===== config.mk =====
export PLATFORM = sky130hd
export DESIGN_NAME = tcc_top
export DESIGN_NICKNAME = d
export VERILOG_FILES = /design/src/core/tcc_chan.v /design/src/core/tcc_top.v
export VERILOG_INCLUDE_DIRS = /design/src /design/src/core
export SDC_FILE = /design/constraint.sdc
export NUM_CORES = 1
export LEC_CHECK = 0
export BUFFER_PORTS_ARGS = -buffer_cell sky130_fd_sc_hd__buf_2
export CAP_MARGIN = 20
export CORE_ASPECT_RATIO = 0.75
export CORE_MARGIN = 2
export CORE_UTILIZATION = 53
export CTS_CLUSTER_SIZE = 40
export DETAILED_ROUTE_END_ITERATION = 10
export PLACE_DENSITY = 0.81
export SLEW_MARGIN = 20
export SYNTH_ARGS = -nofsm -noshare
export SYNTH_HDL_FRONTEND = slang
export SYNTH_SLANG_ARGS = --single-unit
export TNS_END_PERCENT = 5

===== constraint.sdc =====
create_clock -name clk_in -period 3.9 [get_ports clk_in]
set_input_delay 0.39 -clock clk_in [delete_from_list [all_inputs] [get_ports clk_in]]
set_output_delay 0.39 -clock clk_in [all_outputs]
set_load 0.01 [all_outputs]

===== src/core/tcc_defs.vh =====
// register map, field layout and reset values of the timer channel control block
//
// Notes on behaviour
// [RULE1] each of three channels owns its count control register; channels behave alike except channel 2 per RULE8 and RULE15.
// [RULE2] clear field bits 6:5: 00 never, 01 event A, 10 event B, 11 synchronized.
// [RULE3] clearing event is compare match in compare mode, capture in capture mode.
// [RULE4] edge field bits 4:3: 00 rising, 01 falling, 1x both edges of external clock.
// [RULE5] clock source 0xx prescaled internal, 010 is clock/4; 100..111 external A..D.
// [RULE6] ratios for internal codes 000, 001, 011 are parameters, rising monotonically.
// [RULE7] internal source counts prescaled falling edges; external counts the chosen edges.
// [RULE8] channel 2 in phase counting mode ignores source and edge fields.
// [RULE9] count control register resets to 80h on reset and on standby entry.
// [RULE10] count control bit 7 and capture/compare bits 7, 3 read one, unwritable.
// [RULE11] capture/compare control register resets to 88h on reset and standby entry.
// [RULE12] field B bits 6:4, 0xx compare: none, drive 0, drive 1, toggle.
// [RULE13] field B 100, 101, 110 capture on rising, falling, both edges; 111 nothing.
// [RULE14] field A bits 2:0 uses the same encoding for general register A.
// [RULE15] channel 2 never toggles; toggle code acts as drive 1.
// [RULE16] compare pin shows output level setting until its first compare match.
// [RULE17] pulse width mode ignores capture/compare settings; both registers compare.
// [RULE18] capture stores counter and sets flag together; compare match sets flag.
`ifndef TCC_DEFS_VH
`define TCC_DEFS_VH

// register byte addresses
`define TCC_OFS_CNT_CTRL0   6'h00
`define TCC_OFS_CNT_CTRL1   6'h04
`define TCC_OFS_CNT_CTRL2   6'h08
`define TCC_OFS_CC_CTRL0    6'h0C
`define TCC_OFS_CC_CTRL1    6'h10
`define TCC_OFS_CC_CTRL2    6'h14
`define TCC_OFS_STATUS      6'h18
`define TCC_OFS_MASK        6'h1C
`define TCC_OFS_STATE       6'h20

// reset values and fixed-one bits
`define TCC_CNT_CTRL_RST    8'h80
`define TCC_CC_CTRL_RST     8'h88
`define TCC_CNT_CTRL_ONES   8'h80
`define TCC_CC_CTRL_ONES    8'h88

// count control fields
`define TCC_CLR_MSB         6
`define TCC_CLR_LSB         5
`define TCC_EDGE_MSB        4
`define TCC_EDGE_LSB        3
`define TCC_SRC_MSB         2
`define TCC_SRC_LSB         0

// capture/compare control fields
`define TCC_FNB_MSB         6
`define TCC_FNB_LSB         4
`define TCC_FNA_MSB         2
`define TCC_FNA_LSB         0

// prescaler ratios
`define TCC_DIV_0           8'h01
`define TCC_DIV_1           8'h02
`define TCC_DIV_2           8'h04
`define TCC_DIV_3           8'h08

// bus responses
`define TCC_RESP_OKAY       2'b00
`define TCC_RESP_SLVERR     2'b10

`endif


===== src/core/tcc_chan.v =====
// one timer channel: counting tick, clear source, compare outputs and capture
`timescale 1ns/1ps
`include "tcc_defs.vh"

module tcc_chan #(
	parameter       IS_CHAN2 = 0,
	parameter [7:0] DIV_0    = `TCC_DIV_0,
	parameter [7:0] DIV_1    = `TCC_DIV_1,
	parameter [7:0] DIV_3    = `TCC_DIV_3
) (
	// clock and reset (reset also covers standby)
	input  wire       clk_in,
	input  wire       rst_in,
	// settings
	input  wire [7:0] cnt_ctrl_in,
	input  wire [7:0] cc_ctrl_in,
	input  wire       phase_mode_in,
	input  wire       pwm_mode_in,
	input  wire [1:0] level_in,
	// events from the counter logic
	input  wire       sync_clear_in,
	input  wire [1:0] match_in,
	// synchronised pins, current and previous
	input  wire [3:0] ext_now_in,
	input  wire [3:0] ext_prev_in,
	input  wire [1:0] pin_now_in,
	input  wire [1:0] pin_prev_in,
	// strobes and pins
	output reg        tick_out,
	output reg        clear_out,
	output reg  [1:0] capture_out,
	output reg  [1:0] flag_out,
	output reg  [1:0] pin_out,
	output reg  [1:0] pin_oe_n_out
);

	wire [1:0] clr_sel  = cnt_ctrl_in[`TCC_CLR_MSB:`TCC_CLR_LSB];
	wire [1:0] edge_sel = cnt_ctrl_in[`TCC_EDGE_MSB:`TCC_EDGE_LSB];
	wire [2:0] src_sel  = cnt_ctrl_in[`TCC_SRC_MSB:`TCC_SRC_LSB];
	wire [2:0] fn_a     = cc_ctrl_in[`TCC_FNA_MSB:`TCC_FNA_LSB];
	wire [2:0] fn_b     = cc_ctrl_in[`TCC_FNB_MSB:`TCC_FNB_LSB];

	reg  [7:0] div_q;
	reg  [7:0] ratio;
	reg  [1:0] started_q;

	// [RULE6] configurable internal ratios
	always @* begin
		case (src_sel[1:0])
			2'b00:   ratio = DIV_0;
			2'b01:   ratio = DIV_1;
			2'b10:   ratio = `TCC_DIV_2;
			default: ratio = DIV_3;
		endcase
	end

	// [RULE7] falling edge of prescaled clock
	wire div_wrap = (div_q >= ratio - 8'h01);

	always @(posedge clk_in) begin
		if (rst_in || div_wrap)
			div_q <= 8'h00;
		else
			div_q <= div_q + 8'h01;
	end

	// [RULE4] external edge choice
	wire ext_now  = ext_now_in[src_sel[1:0]];
	wire ext_prev = ext_prev_in[src_sel[1:0]];
	wire ext_rise = ext_now & ~ext_prev;
	wire ext_fall = ~ext_now & ext_prev;
	wire ext_edge = edge_sel[1] ? (ext_rise | ext_fall) : (edge_sel[0] ? ext_fall : ext_rise);

	// [RULE8] phase counting overrides source
	wire phase_on = (IS_CHAN2 != 0) && phase_mode_in;
	// [RULE5] source select
	wire tick_d   = phase_on ? 1'b0 : (src_sel[2] ? ext_edge : div_wrap);

	function cap_edge;
		input [2:0] fn;
		input       now;
		input       prev;
		begin
			case (fn)
				3'b100:  cap_edge = now & ~prev;
				3'b101:  cap_edge = ~now & prev;
				3'b110:  cap_edge = now ^ prev;
				default: cap_edge = 1'b0;
			endcase
		end
	endfunction

	// drive level after a match in compare mode
	function act_level;
		input [2:0] fn;
		input       cur;
		begin
			case (fn[1:0])
				2'b01:   act_level = 1'b0;
				2'b10:   act_level = 1'b1;
				2'b11:   act_level = (IS_CHAN2 != 0) ? 1'b1 : ~cur;
				default: act_level = cur;
			endcase
		end
	endfunction

	// [RULE17] pulse width mode forces compare
	wire       cap_mode_a = fn_a[2] & ~pwm_mode_in;
	wire       cap_mode_b = fn_b[2] & ~pwm_mode_in;
	// [RULE13] capture edges
	wire [1:0] cap_d = {cap_mode_b & cap_edge(fn_b, pin_now_in[1], pin_prev_in[1]),
	                    cap_mode_a & cap_edge(fn_a, pin_now_in[0], pin_prev_in[0])};
	wire [1:0] cmp_d = {~cap_mode_b & match_in[1], ~cap_mode_a & match_in[0]};
	// [RULE3] event per register
	wire [1:0] event_d = cap_d | cmp_d;

	reg clear_d;
	always @* begin
		// [RULE2] clear select
		case (clr_sel)
			2'b01:   clear_d = event_d[0];
			2'b10:   clear_d = event_d[1];
			2'b11:   clear_d = sync_clear_in;
			default: clear_d = 1'b0;
		endcase
	end

	always @(posedge clk_in) begin
		if (rst_in) begin
			tick_out     <= 1'b0;
			clear_out    <= 1'b0;
			capture_out  <= 2'b00;
			flag_out     <= 2'b00;
			pin_out      <= 2'b00;
			pin_oe_n_out <= 2'b11;
			started_q    <= 2'b00;
		end else begin
			tick_out    <= tick_d;
			clear_out   <= clear_d;
			// [RULE18] capture and flag together
			capture_out <= cap_d;
			flag_out    <= event_d;
			started_q   <= started_q | cmp_d;
			// [RULE16] level setting until first match
			// [RULE12] compare pin action, B
			if (cmp_d[1])
				pin_out[1] <= act_level(fn_b, started_q[1] ? pin_out[1] : level_in[1]);
			else if (!started_q[1])
				pin_out[1] <= level_in[1];
			// [RULE14] compare pin action, A
			// [RULE15] channel 2 toggle becomes drive 1
			if (cmp_d[0])
				pin_out[0] <= act_level(fn_a, started_q[0] ? pin_out[0] : level_in[0]);
			else if (!started_q[0])
				pin_out[0] <= level_in[0];
			pin_oe_n_out[1] <= cap_mode_b | (fn_b == 3'b000 && !pwm_mode_in);
			pin_oe_n_out[0] <= cap_mode_a | (fn_a == 3'b000 && !pwm_mode_in);
		end
	end

endmodule


===== src/core/tcc_top.v =====
// timer channel control block: register slave, pin synchronisers and three channels
//
// The AXI4-Lite register port and the register offsets were chosen for this implementation.
`timescale 1ns/1ps
`include "tcc_defs.vh"

module tcc_top #(
	parameter [7:0] DIV_0 = `TCC_DIV_0,
	parameter [7:0] DIV_1 = `TCC_DIV_1,
	parameter [7:0] DIV_3 = `TCC_DIV_3
) (
	// clock, reset, standby
	input  wire        clk_in,
	input  wire        rst_in,
	input  wire        standby_in,
	// axi4-lite write address
	input  wire [5:0]  s_axi_awaddr_in,
	input  wire [2:0]  s_axi_awprot_in,
	input  wire        s_axi_awvalid_in,
	output reg         s_axi_awready_out,
	// axi4-lite write data
	input  wire [31:0] s_axi_wdata_in,
	input  wire [3:0]  s_axi_wstrb_in,
	input  wire        s_axi_wvalid_in,
	output reg         s_axi_wready_out,
	// axi4-lite write response
	output reg  [1:0]  s_axi_bresp_out,
	output reg         s_axi_bvalid_out,
	input  wire        s_axi_bready_in,
	// axi4-lite read address
	input  wire [5:0]  s_axi_araddr_in,
	input  wire [2:0]  s_axi_arprot_in,
	input  wire        s_axi_arvalid_in,
	output reg         s_axi_arready_out,
	// axi4-lite read data
	output reg  [31:0] s_axi_rdata_out,
	output reg  [1:0]  s_axi_rresp_out,
	output reg         s_axi_rvalid_out,
	input  wire        s_axi_rready_in,
	// mode and level settings from neighbouring timer logic
	input  wire        phase_count_mode_flag_in,
	input  wire [2:0]  pwm_mode_in,
	input  wire [5:0]  output_level_in,
	// counter-side events per channel
	input  wire [2:0]  sync_clear_in,
	input  wire [2:0]  match_a_in,
	input  wire [2:0]  match_b_in,
	// external clock pins
	input  wire        ext_clock_in_a,
	input  wire        ext_clock_in_b,
	input  wire        ext_clock_in_c,
	input  wire        ext_clock_in_d,
	// compare/capture pins, A
	input  wire [2:0]  tio_a_in,
	output wire [2:0]  tio_a_out,
	output wire [2:0]  tio_a_oe_n_out,
	// compare/capture pins, B
	input  wire [2:0]  tio_b_in,
	output wire [2:0]  tio_b_out,
	output wire [2:0]  tio_b_oe_n_out,
	// strobes to counter logic
	output wire [2:0]  count_tick_out,
	output wire [2:0]  counter_clear_out,
	output wire [2:0]  capture_a_out,
	output wire [2:0]  capture_b_out,
	// interrupt
	output reg         irq_out
);

	wire        hold_rst = rst_in | standby_in;

	// pin synchronisers: {tio_b, tio_a, ext d..a}
	reg  [9:0]  sync1_q;
	reg  [9:0]  sync2_q;
	reg  [9:0]  prev_q;
	wire [9:0]  pins_raw = {tio_b_in, tio_a_in,
	                        ext_clock_in_d, ext_clock_in_c, ext_clock_in_b, ext_clock_in_a};

	always @(posedge clk_in) begin
		if (rst_in) begin
			sync1_q <= 10'h000;
			sync2_q <= 10'h000;
			prev_q  <= 10'h000;
		end else begin
			sync1_q <= pins_raw;
			sync2_q <= sync1_q;
			prev_q  <= sync2_q;
		end
	end

	// control registers, stored bits only
	reg  [7:0]  cnt_ctrl_q [0:2];
	reg  [7:0]  cc_ctrl_q  [0:2];
	reg  [5:0]  status_q;
	reg  [5:0]  mask_q;

	// channel outputs
	wire [2:0]  flag_a;
	wire [2:0]  flag_b;

	genvar g;
	generate
		for (g = 0; g < 3; g = g + 1) begin : chan
			wire [1:0] cap;
			wire [1:0] flg;
			wire [1:0] pin;
			wire [1:0] oe_n;

			// [RULE1] one channel per register set
			tcc_chan #(
				.IS_CHAN2 (g == 2),
				.DIV_0    (DIV_0),
				.DIV_1    (DIV_1),
				.DIV_3    (DIV_3)
			) u_chan (
				.clk_in        (clk_in),
				.rst_in        (hold_rst),
				.cnt_ctrl_in   (cnt_ctrl_q[g]),
				.cc_ctrl_in    (cc_ctrl_q[g]),
				.phase_mode_in (phase_count_mode_flag_in),
				.pwm_mode_in   (pwm_mode_in[g]),
				.level_in      ({output_level_in[2*g+1], output_level_in[2*g]}),
				.sync_clear_in (sync_clear_in[g]),
				.match_in      ({match_b_in[g], match_a_in[g]}),
				.ext_now_in    (sync2_q[3:0]),
				.ext_prev_in   (prev_q[3:0]),
				.pin_now_in    ({sync2_q[7+g], sync2_q[4+g]}),
				.pin_prev_in   ({prev_q[7+g], prev_q[4+g]}),
				.tick_out      (count_tick_out[g]),
				.clear_out     (counter_clear_out[g]),
				.capture_out   (cap),
				.flag_out      (flg),
				.pin_out       (pin),
				.pin_oe_n_out  (oe_n)
			);

			assign capture_a_out[g]  = cap[0];
			assign capture_b_out[g]  = cap[1];
			assign flag_a[g]         = flg[0];
			assign flag_b[g]         = flg[1];
			assign tio_a_out[g]      = pin[0];
			assign tio_b_out[g]      = pin[1];
			assign tio_a_oe_n_out[g] = oe_n[0];
			assign tio_b_oe_n_out[g] = oe_n[1];
		end
	endgenerate

	// write channel: address and data taken in either order
	reg         aw_got_q;
	reg         w_got_q;
	reg  [5:0]  waddr_q;
	reg  [7:0]  wbyte_q;
	reg         wlane_q;

	wire        aw_take  = s_axi_awvalid_in & s_axi_awready_out;
	wire        w_take   = s_axi_wvalid_in & s_axi_wready_out;
	wire        wr_fire  = aw_got_q & w_got_q & ~s_axi_bvalid_out;
	wire        wr_ok    = (waddr_q <= `TCC_OFS_MASK) && (waddr_q[1:0] == 2'b00);
	wire        wr_en    = wr_fire & wr_ok & wlane_q;
	wire        b_done   = s_axi_bvalid_out & s_axi_bready_in;

	always @(posedge clk_in) begin
		if (rst_in) begin
			aw_got_q          <= 1'b0;
			w_got_q           <= 1'b0;
			waddr_q           <= 6'h00;
			wbyte_q           <= 8'h00;
			wlane_q           <= 1'b0;
			s_axi_awready_out <= 1'b1;
			s_axi_wready_out  <= 1'b1;
			s_axi_bvalid_out  <= 1'b0;
			s_axi_bresp_out   <= `TCC_RESP_OKAY;
		end else begin
			if (aw_take) begin
				aw_got_q          <= 1'b1;
				waddr_q           <= s_axi_awaddr_in;
				s_axi_awready_out <= 1'b0;
			end
			if (w_take) begin
				w_got_q          <= 1'b1;
				wbyte_q          <= s_axi_wdata_in[7:0];
				wlane_q          <= s_axi_wstrb_in[0];
				s_axi_wready_out <= 1'b0;
			end
			if (wr_fire) begin
				s_axi_bvalid_out <= 1'b1;
				s_axi_bresp_out  <= wr_ok ? `TCC_RESP_OKAY : `TCC_RESP_SLVERR;
			end
			if (b_done) begin
				s_axi_bvalid_out  <= 1'b0;
				aw_got_q          <= 1'b0;
				w_got_q           <= 1'b0;
				s_axi_awready_out <= 1'b1;
				s_axi_wready_out  <= 1'b1;
			end
		end
	end

	// control register writes
	integer i;
	always @(posedge clk_in) begin
		if (hold_rst) begin
			for (i = 0; i < 3; i = i + 1) begin
				// [RULE9] count control reset value
				cnt_ctrl_q[i] <= `TCC_CNT_CTRL_RST;
				// [RULE11] capture/compare reset value
				cc_ctrl_q[i]  <= `TCC_CC_CTRL_RST;
			end
			mask_q <= 6'h00;
		end else if (wr_en) begin
			for (i = 0; i < 3; i = i + 1) begin
				// [RULE10] fixed-one bits kept
				if (waddr_q == `TCC_OFS_CNT_CTRL0 + 6'h04 * i[5:0])
					cnt_ctrl_q[i] <= wbyte_q | `TCC_CNT_CTRL_ONES;
				if (waddr_q == `TCC_OFS_CC_CTRL0 + 6'h04 * i[5:0])
					cc_ctrl_q[i] <= wbyte_q | `TCC_CC_CTRL_ONES;
			end
			if (waddr_q == `TCC_OFS_MASK)
				mask_q <= wbyte_q[5:0];
		end
	end

	// sticky event status, write one to clear, set wins
	wire [5:0]  status_set = {flag_b, flag_a};
	wire [5:0]  status_clr = (wr_en && waddr_q == `TCC_OFS_STATUS) ? wbyte_q[5:0] : 6'h00;
	wire [5:0]  status_d   = (status_q & ~status_clr) | status_set;

	always @(posedge clk_in) begin
		if (hold_rst) begin
			status_q <= 6'h00;
			irq_out  <= 1'b0;
		end else begin
			// [RULE18] match or capture flags
			status_q <= status_d;
			irq_out  <= |(status_d & mask_q);
		end
	end

	// read channel
	reg  [7:0]  rd_byte;
	reg         rd_ok;
	wire        ar_take = s_axi_arvalid_in & s_axi_arready_out;
	wire        r_done  = s_axi_rvalid_out & s_axi_rready_in;

	always @* begin
		rd_ok = (s_axi_araddr_in[1:0] == 2'b00);
		case (s_axi_araddr_in)
			`TCC_OFS_CNT_CTRL0: rd_byte = cnt_ctrl_q[0];
			`TCC_OFS_CNT_CTRL1: rd_byte = cnt_ctrl_q[1];
			`TCC_OFS_CNT_CTRL2: rd_byte = cnt_ctrl_q[2];
			`TCC_OFS_CC_CTRL0:  rd_byte = cc_ctrl_q[0];
			`TCC_OFS_CC_CTRL1:  rd_byte = cc_ctrl_q[1];
			`TCC_OFS_CC_CTRL2:  rd_byte = cc_ctrl_q[2];
			`TCC_OFS_STATUS:    rd_byte = {2'b00, status_q};
			`TCC_OFS_MASK:      rd_byte = {2'b00, mask_q};
			`TCC_OFS_STATE:     rd_byte = {2'b00, tio_b_out, tio_a_out};
			default: begin
				rd_byte = 8'h00;
				rd_ok   = 1'b0;
			end
		endcase
	end

	always @(posedge clk_in) begin
		if (rst_in) begin
			s_axi_arready_out <= 1'b1;
			s_axi_rvalid_out  <= 1'b0;
			s_axi_rdata_out   <= 32'h0000_0000;
			s_axi_rresp_out   <= `TCC_RESP_OKAY;
		end else if (ar_take) begin
			s_axi_arready_out <= 1'b0;
			s_axi_rvalid_out  <= 1'b1;
			s_axi_rdata_out   <= {24'h00_0000, rd_byte};
			s_axi_rresp_out   <= rd_ok ? `TCC_RESP_OKAY : `TCC_RESP_SLVERR;
		end else if (r_done) begin
			s_axi_arready_out <= 1'b1;
			s_axi_rvalid_out  <= 1'b0;
		end
	end

endmodule


# --- Yosys cells after proc, flatten, opt, wreduce, memory -nomap -nowiden ---
# Memory sizes are Yosys's and may differ from the RTL's.
# Cells that the tools add are included.
word_totals:
  regBits: 136
  mem_bits_rw: 39
  input_bits: 91
  output_inout_bits: 66
  word_cells: 360
  mem_count: 2
memory_table:
  columns: ["name", "words", "width", "rd", "rd_clocked_by_memory_dff", "wr", "line", "text"]
  rows:
  - ["cnt_ctrl_q", 3, 7, 3, 0, 3, "tcc_top.v:92", "reg [7:0] cnt_ctrl_q [0:2];"]
  - ["cc_ctrl_q", 3, 6, 3, 0, 3, "tcc_top.v:93", "reg [7:0] cc_ctrl_q [0:2];"]
classes:
  add_sub_neg: 6
  n_lt_le_gt_ge: 7
  eq_ne: 66
  n_mux: 92
  bitwise: 109
  n_reduce_logical: 35
ops:
  columns: ["operator", "count"]
  rows:
  - ["8-bit one-hot mux with 9 select lines", 1]
  - ["1-bit two-way mux", 58]
  - ["3-bit == test (second input constant)", 18]
  - ["6-bit by 5-bit == test with 1-bit output (second input constant)", 8]
  - ["1-bit AND", 45]
  - ["2-bit == test (second input constant)", 21]
  - ["1-bit one-hot mux with 3 select lines", 13]
  - ["4-bit one-hot mux with 3 select lines", 3]
  - ["1-bit inverter", 32]
  - ["8-bit by 1-bit adder with 8-bit output (second input constant)", 3]
  - ["2-bit by 1-bit == test with 1-bit output (second input constant)", 12]
  - ["6-bit by 4-bit == test with 1-bit output (second input constant)", 4]
  - ["8-bit >= comparator", 3]
  - ["6-bit two-way mux", 4]
  - ["7-bit two-way mux", 3]
  - ["3-bit logical NOT", 6]
  - ["1-bit OR", 16]
  - ["4-bit by 1-bit subtractor with 5-bit output (second input constant)", 3]
  - ["6-bit AND", 2]
  - ["1-bit binary-select mux with 2-bit select", 6]
  - ["6-bit by 3-bit == test with 1-bit output (second input constant)", 2]
  - ["6-bit logical NOT", 2]
  - ["2-bit OR", 6]
  - ["2-bit logical NOT", 5]
  - ["16 further kinds", 39]

# --- Logic depth before layout (Yosys ltp) ---
depth:
  depth_word: 11
  mapped_depth: 7
  mapped_depth_nobuf: 7

# --- Cells and area by module ---
# A second synthesis with hierarchy kept.
unflattened:
  hier_cells: 751
  hier_area_um2: 7523.5
modules_own_cells:
  columns: ["module", "instances", "cells_each", "area_each_um2", "seq_area_each_um2"]
  rows:
  - ["tcc_top", 1, 423, 4501.8, 2652.5]
  - ["tcc_chan (chan[0].u_chan ...)", 2, 109, 1004.7, 400.4]
  - ["tcc_chan (chan[2].u_chan)", 1, 110, 1012.2, 400.4]

# --- Least setup slack after synthesis ---
# No wires, ideal clock.
synth_timing:
  kind: "register to register"
  start: "register waddr_q[0]"
  end: "memory cnt_ctrl_q[0][0] in the netlist's numbering, enable pin"
  setup_time_ns: 0.381
  t_arrival_ns: 1.785
  required_ns: 3.519
  setup_slack_ns: 1.735
  path_stages_with_launch: 4
  n_path_buf: 0
  period_less_slack_ns: 2.165
  path_cell_list: "dfxtp_1 > or2_2 > or4_4 > o21ai_0"
synth_rtl:
  columns: ["item", "line", "text"]
  rows:
  - ["start, declared", "tcc_top.v:151", "reg [5:0] waddr_q;"]
  - ["start signal, assigned", "tcc_top.v:176", "waddr_q <= s_axi_awaddr_in;"]
  - ["end, declared", "tcc_top.v:92", null]

==> summary.md <==
| Metric | Value |
|---|---|
| Hold path depth | 2 |
| Max Clk Rate | 420 MHz |
| Synth area leader | dfxtp_1 |
| Initial Util | 54.4% |
| CTS Buffer Depth | 2 |
| Relative slew slack | 35.9% |
| Vias per cell | 5.47 |
| TritonCTS clock tree | yes |
| Setup slack, reg-to-reg | 1520 ps |
| CP max stage cell | o21ai_0 |
| Drt initial violations | 572 |
| Final wirelength | 16,900 um |
| Hold crit path type | in2reg |
| Setup violators final | 0 |
| Antenna violations before repair | 0 |
| Area of the multi-input gates | 3240 um2 |
| Most common cell after layout, fill and taps aside | dfxtp_1 |
| Routed length per instance | 16.2 um |
| Most frequent cells in the layout | 134 x dfxtp_1, 96 x buf_2, 83 x nor2_1, 52 x a21oi_1, 47 x inv_1 |
| Crit path largest cell delay | 750 ps |
| Synthesis Warnings | 0 |
| Hold buffers post-CTS | 0 |
| Clock latency on the worst-skew pair | 430 ps |
| Post-CTS Resized | 0 |
| Maximum VDD drop | 0.326 mV |
| Synth top area share | 35.8% |
| Reg2Reg Capture Point | cc_ctrl_q[0][4] |
| Endpoints failing hold | 0 |
| Via Count | 5,715 |
| Ant. Diodes | 0 |
| Pleak | 3.65 nW |
| Grt ovf | 0 |
| First-pass DRT Iterations | 5 |
| Final Power | 3.91 mW |
| FF/Latch Area | 3850 um2 |
| First-pass GRT wire length | 27,400 um |
| CP arrival | 2430 ps |
| Clock buffers created by TritonCTS | 17 |
| CP Capture Type | flop |
| Largest net degree at the start of global routing | 58 |
| WP buf/inv | 0 |
| Max-cap violations | 0 |
| Hold path startpoint | phase_count_mode_flag_in |
| CTS root buf | clkbuf_16 |
| Final net count | 977 |
| Measured slew at the worst slew-check pin | 959 ps |
| Post-synth EDFFs | 39 |
| Total GRT Usage | 23.4% |
| Cell family with most CP delay | simple AND/OR/NAND/NOR gates |
| Worst R2R Path Depth | 3 |
| Die area | 15,100 um2 |
| Final worst slack | 1520 ps |
| Worst Hold End | chan[2].u_chan.tick_out |
| Site Rows | 37 |
| Worst setup SP type | flop |
| Top_reg_cell synth | dfxtp_1 |
| Filler Cell Count | 1,091 |
| Pwr Density | 454 nW/um2 |
| Total Neg Setup Slack | 0 ps |
| Status | finished, final reports clean |
| Post-CTS Setup Inserts | 0 |
| Count of different cell masters after synthesis | 56 |
| Cells after synthesis | 756 |
| Unrepaired setup endpoints after global routing | no |
| Setup WS pre-CTS | 1490 ps |
| Final Hold Slack | 129 ps |
| Die height | 107 um |
| Antenna Nets Post-Route | 0 |
| CP Cell Sequence | or2_2 -> or4_4 -> o21ai_0 |
| Number of global-route vias before repair | 5,377 |
| Clk sinks | 173 |
| Routability cong. | 0.841 |
| Synthesized cell area | 7480 um2 |
| Final Critical Period | 2380 ps |
| Number of synthesized register bits | 173 |
| Critical Path Source | waddr_q[0] |
| Clock Skews | 12.1 ps |
| Htree depth | 4 |
| Drt drc | 0 |
| Worst-path maximum fanout | 6 |
| Sequential area share after synthesis | 51.5% |
| Avg Inst Size Synth | 9.90 um2 |
| Layout cells sized above 1 | 18.4% |
| Layout area overhead | 15.2% |
| Worst-path clk slew | 70 ps |
| Non-Filler Instances | 1,044 |
| R2r startpoint | waddr_q[0] |
| Core area | 13,700 um2 |
| I/O Buffers | 96 |
| Final Cycle Share | 61.1% |
| WS Path Type | reg2reg |
| Top post-synthesis cells by area | dfxtp_1 36%, edfxtp_1 16%, ha_1 5.0% |
| Dpl hpwl | 12,200 um |
| Post-Place Cells | 1,012 |
| Num ports | 157 |
| CP required | 3950 ps |
| Asr flop ratio synth | 0% |
| Die width | 141 um |
| Slew Viols, Final | 0 |
Yosys cell counts, types with 10 or more instances:
library cell  number
nor2_1            83
ha_1              30
nand2b_1          14
a21oi_1           52
and2_1            16
a22o_1            10
mux2i_1           18
a31oi_1           11
nand2_1           42
dfxtp_1          134
inv_1             47
nor2b_1           33
buf_4             32
nand3_1           23
o21ai_0           29
edfxtp_1          39
nor3_1            10
clkbuf_1          15
cells by family after synthesis:
family	count (synthesis)	synth area share, %
muxes	30	5.12
xor gates and xnor gates	6	0.702
buffers and inverters	106	7.05
AOI/OAI and AO/OA	149	12.9
other	1	0.0501
and+or+nand+nor	261	17.7
DFF	173	51.5
adders and majority gates	30	5.02
registers in the layout, summed over array words and instances (netlist names), 3 cells and up:
| name | flops |
|---|---|
| cnt_ctrl_q | 21 |
| sync1_q | 10 |
| s_axi_rdata_out | 8 |
| chan.u_chan.clear_out | 3 |
| chan.u_chan.pin_oe_n_out | 6 |
| chan.u_chan.started_q | 6 |
| status_q | 6 |
| cc_ctrl_q | 18 |
| mask_q | 6 |
| chan.u_chan.tick_out | 3 |
| chan.u_chan.div_q | 24 |
| chan.u_chan.capture_out | 6 |
| chan.u_chan.flag_out | 6 |
| sync2_q | 10 |
| wbyte_q | 7 |
| waddr_q | 6 |
| chan.u_chan.pin_out | 6 |
| prev_q | 10 |
per-stage QoR:
stage,cell area (um2),utilization (%)
global placement,8020,58.4
floorplan,7620,-
detailed placement,8020,58.4
finish,8620,62.7
CTS,8620,62.7
global route,8620,62.7
layer usage:
metal	up-vias	global-route usage, %	routed length, um
li1	2759	-	-
met1	2650	33.5	7740
met2	269	35.4	7200
met3	37	5.27	1620
met4	0	7.29	344
met5	-	0	0
worst reg2reg max path, stage by stage, from the launching register on:
cell     delay (ps)
dfxtp_1         350
or2_2           370
or4_4           540
o21ai_0         750
report_power, final:
group / switching, mW / total (mW) / internal [mW]
logic: 0.160 / 0.270 / 0.110
clock network: 0.791 / 1.68 / 0.892
registers: 0.0630 / 1.96 / 1.90
how the worst max path moves through the flow:
stage,slack (ps),end,depth (start not counted)
after global placement,1590,cc_ctrl_q[0][4],3
after global routing,1440,cc_ctrl_q[0][4],3
after CTS,1520,cc_ctrl_q[0][4],3
after detailed placement,1490,cc_ctrl_q[0][4],3
after floorplan,1730,cnt_ctrl_q[0][0],3
final,1520,cc_ctrl_q[0][4],3
area by class of cell:
| type | instances | area share [%] |
|---|---|---|
| inverter | 47 | 2.05 |
| clock buffer | 18 | 5.22 |
| multi-input combinational | 514 | 37.6 |
| clock inverter | 14 | 1.71 |
| sequential | 173 | 44.7 |
| tap | 175 | 2.54 |
| timing repair buffer | 103 | 6.18 |
No activity file was read; power rests on OpenSTA's default activity.
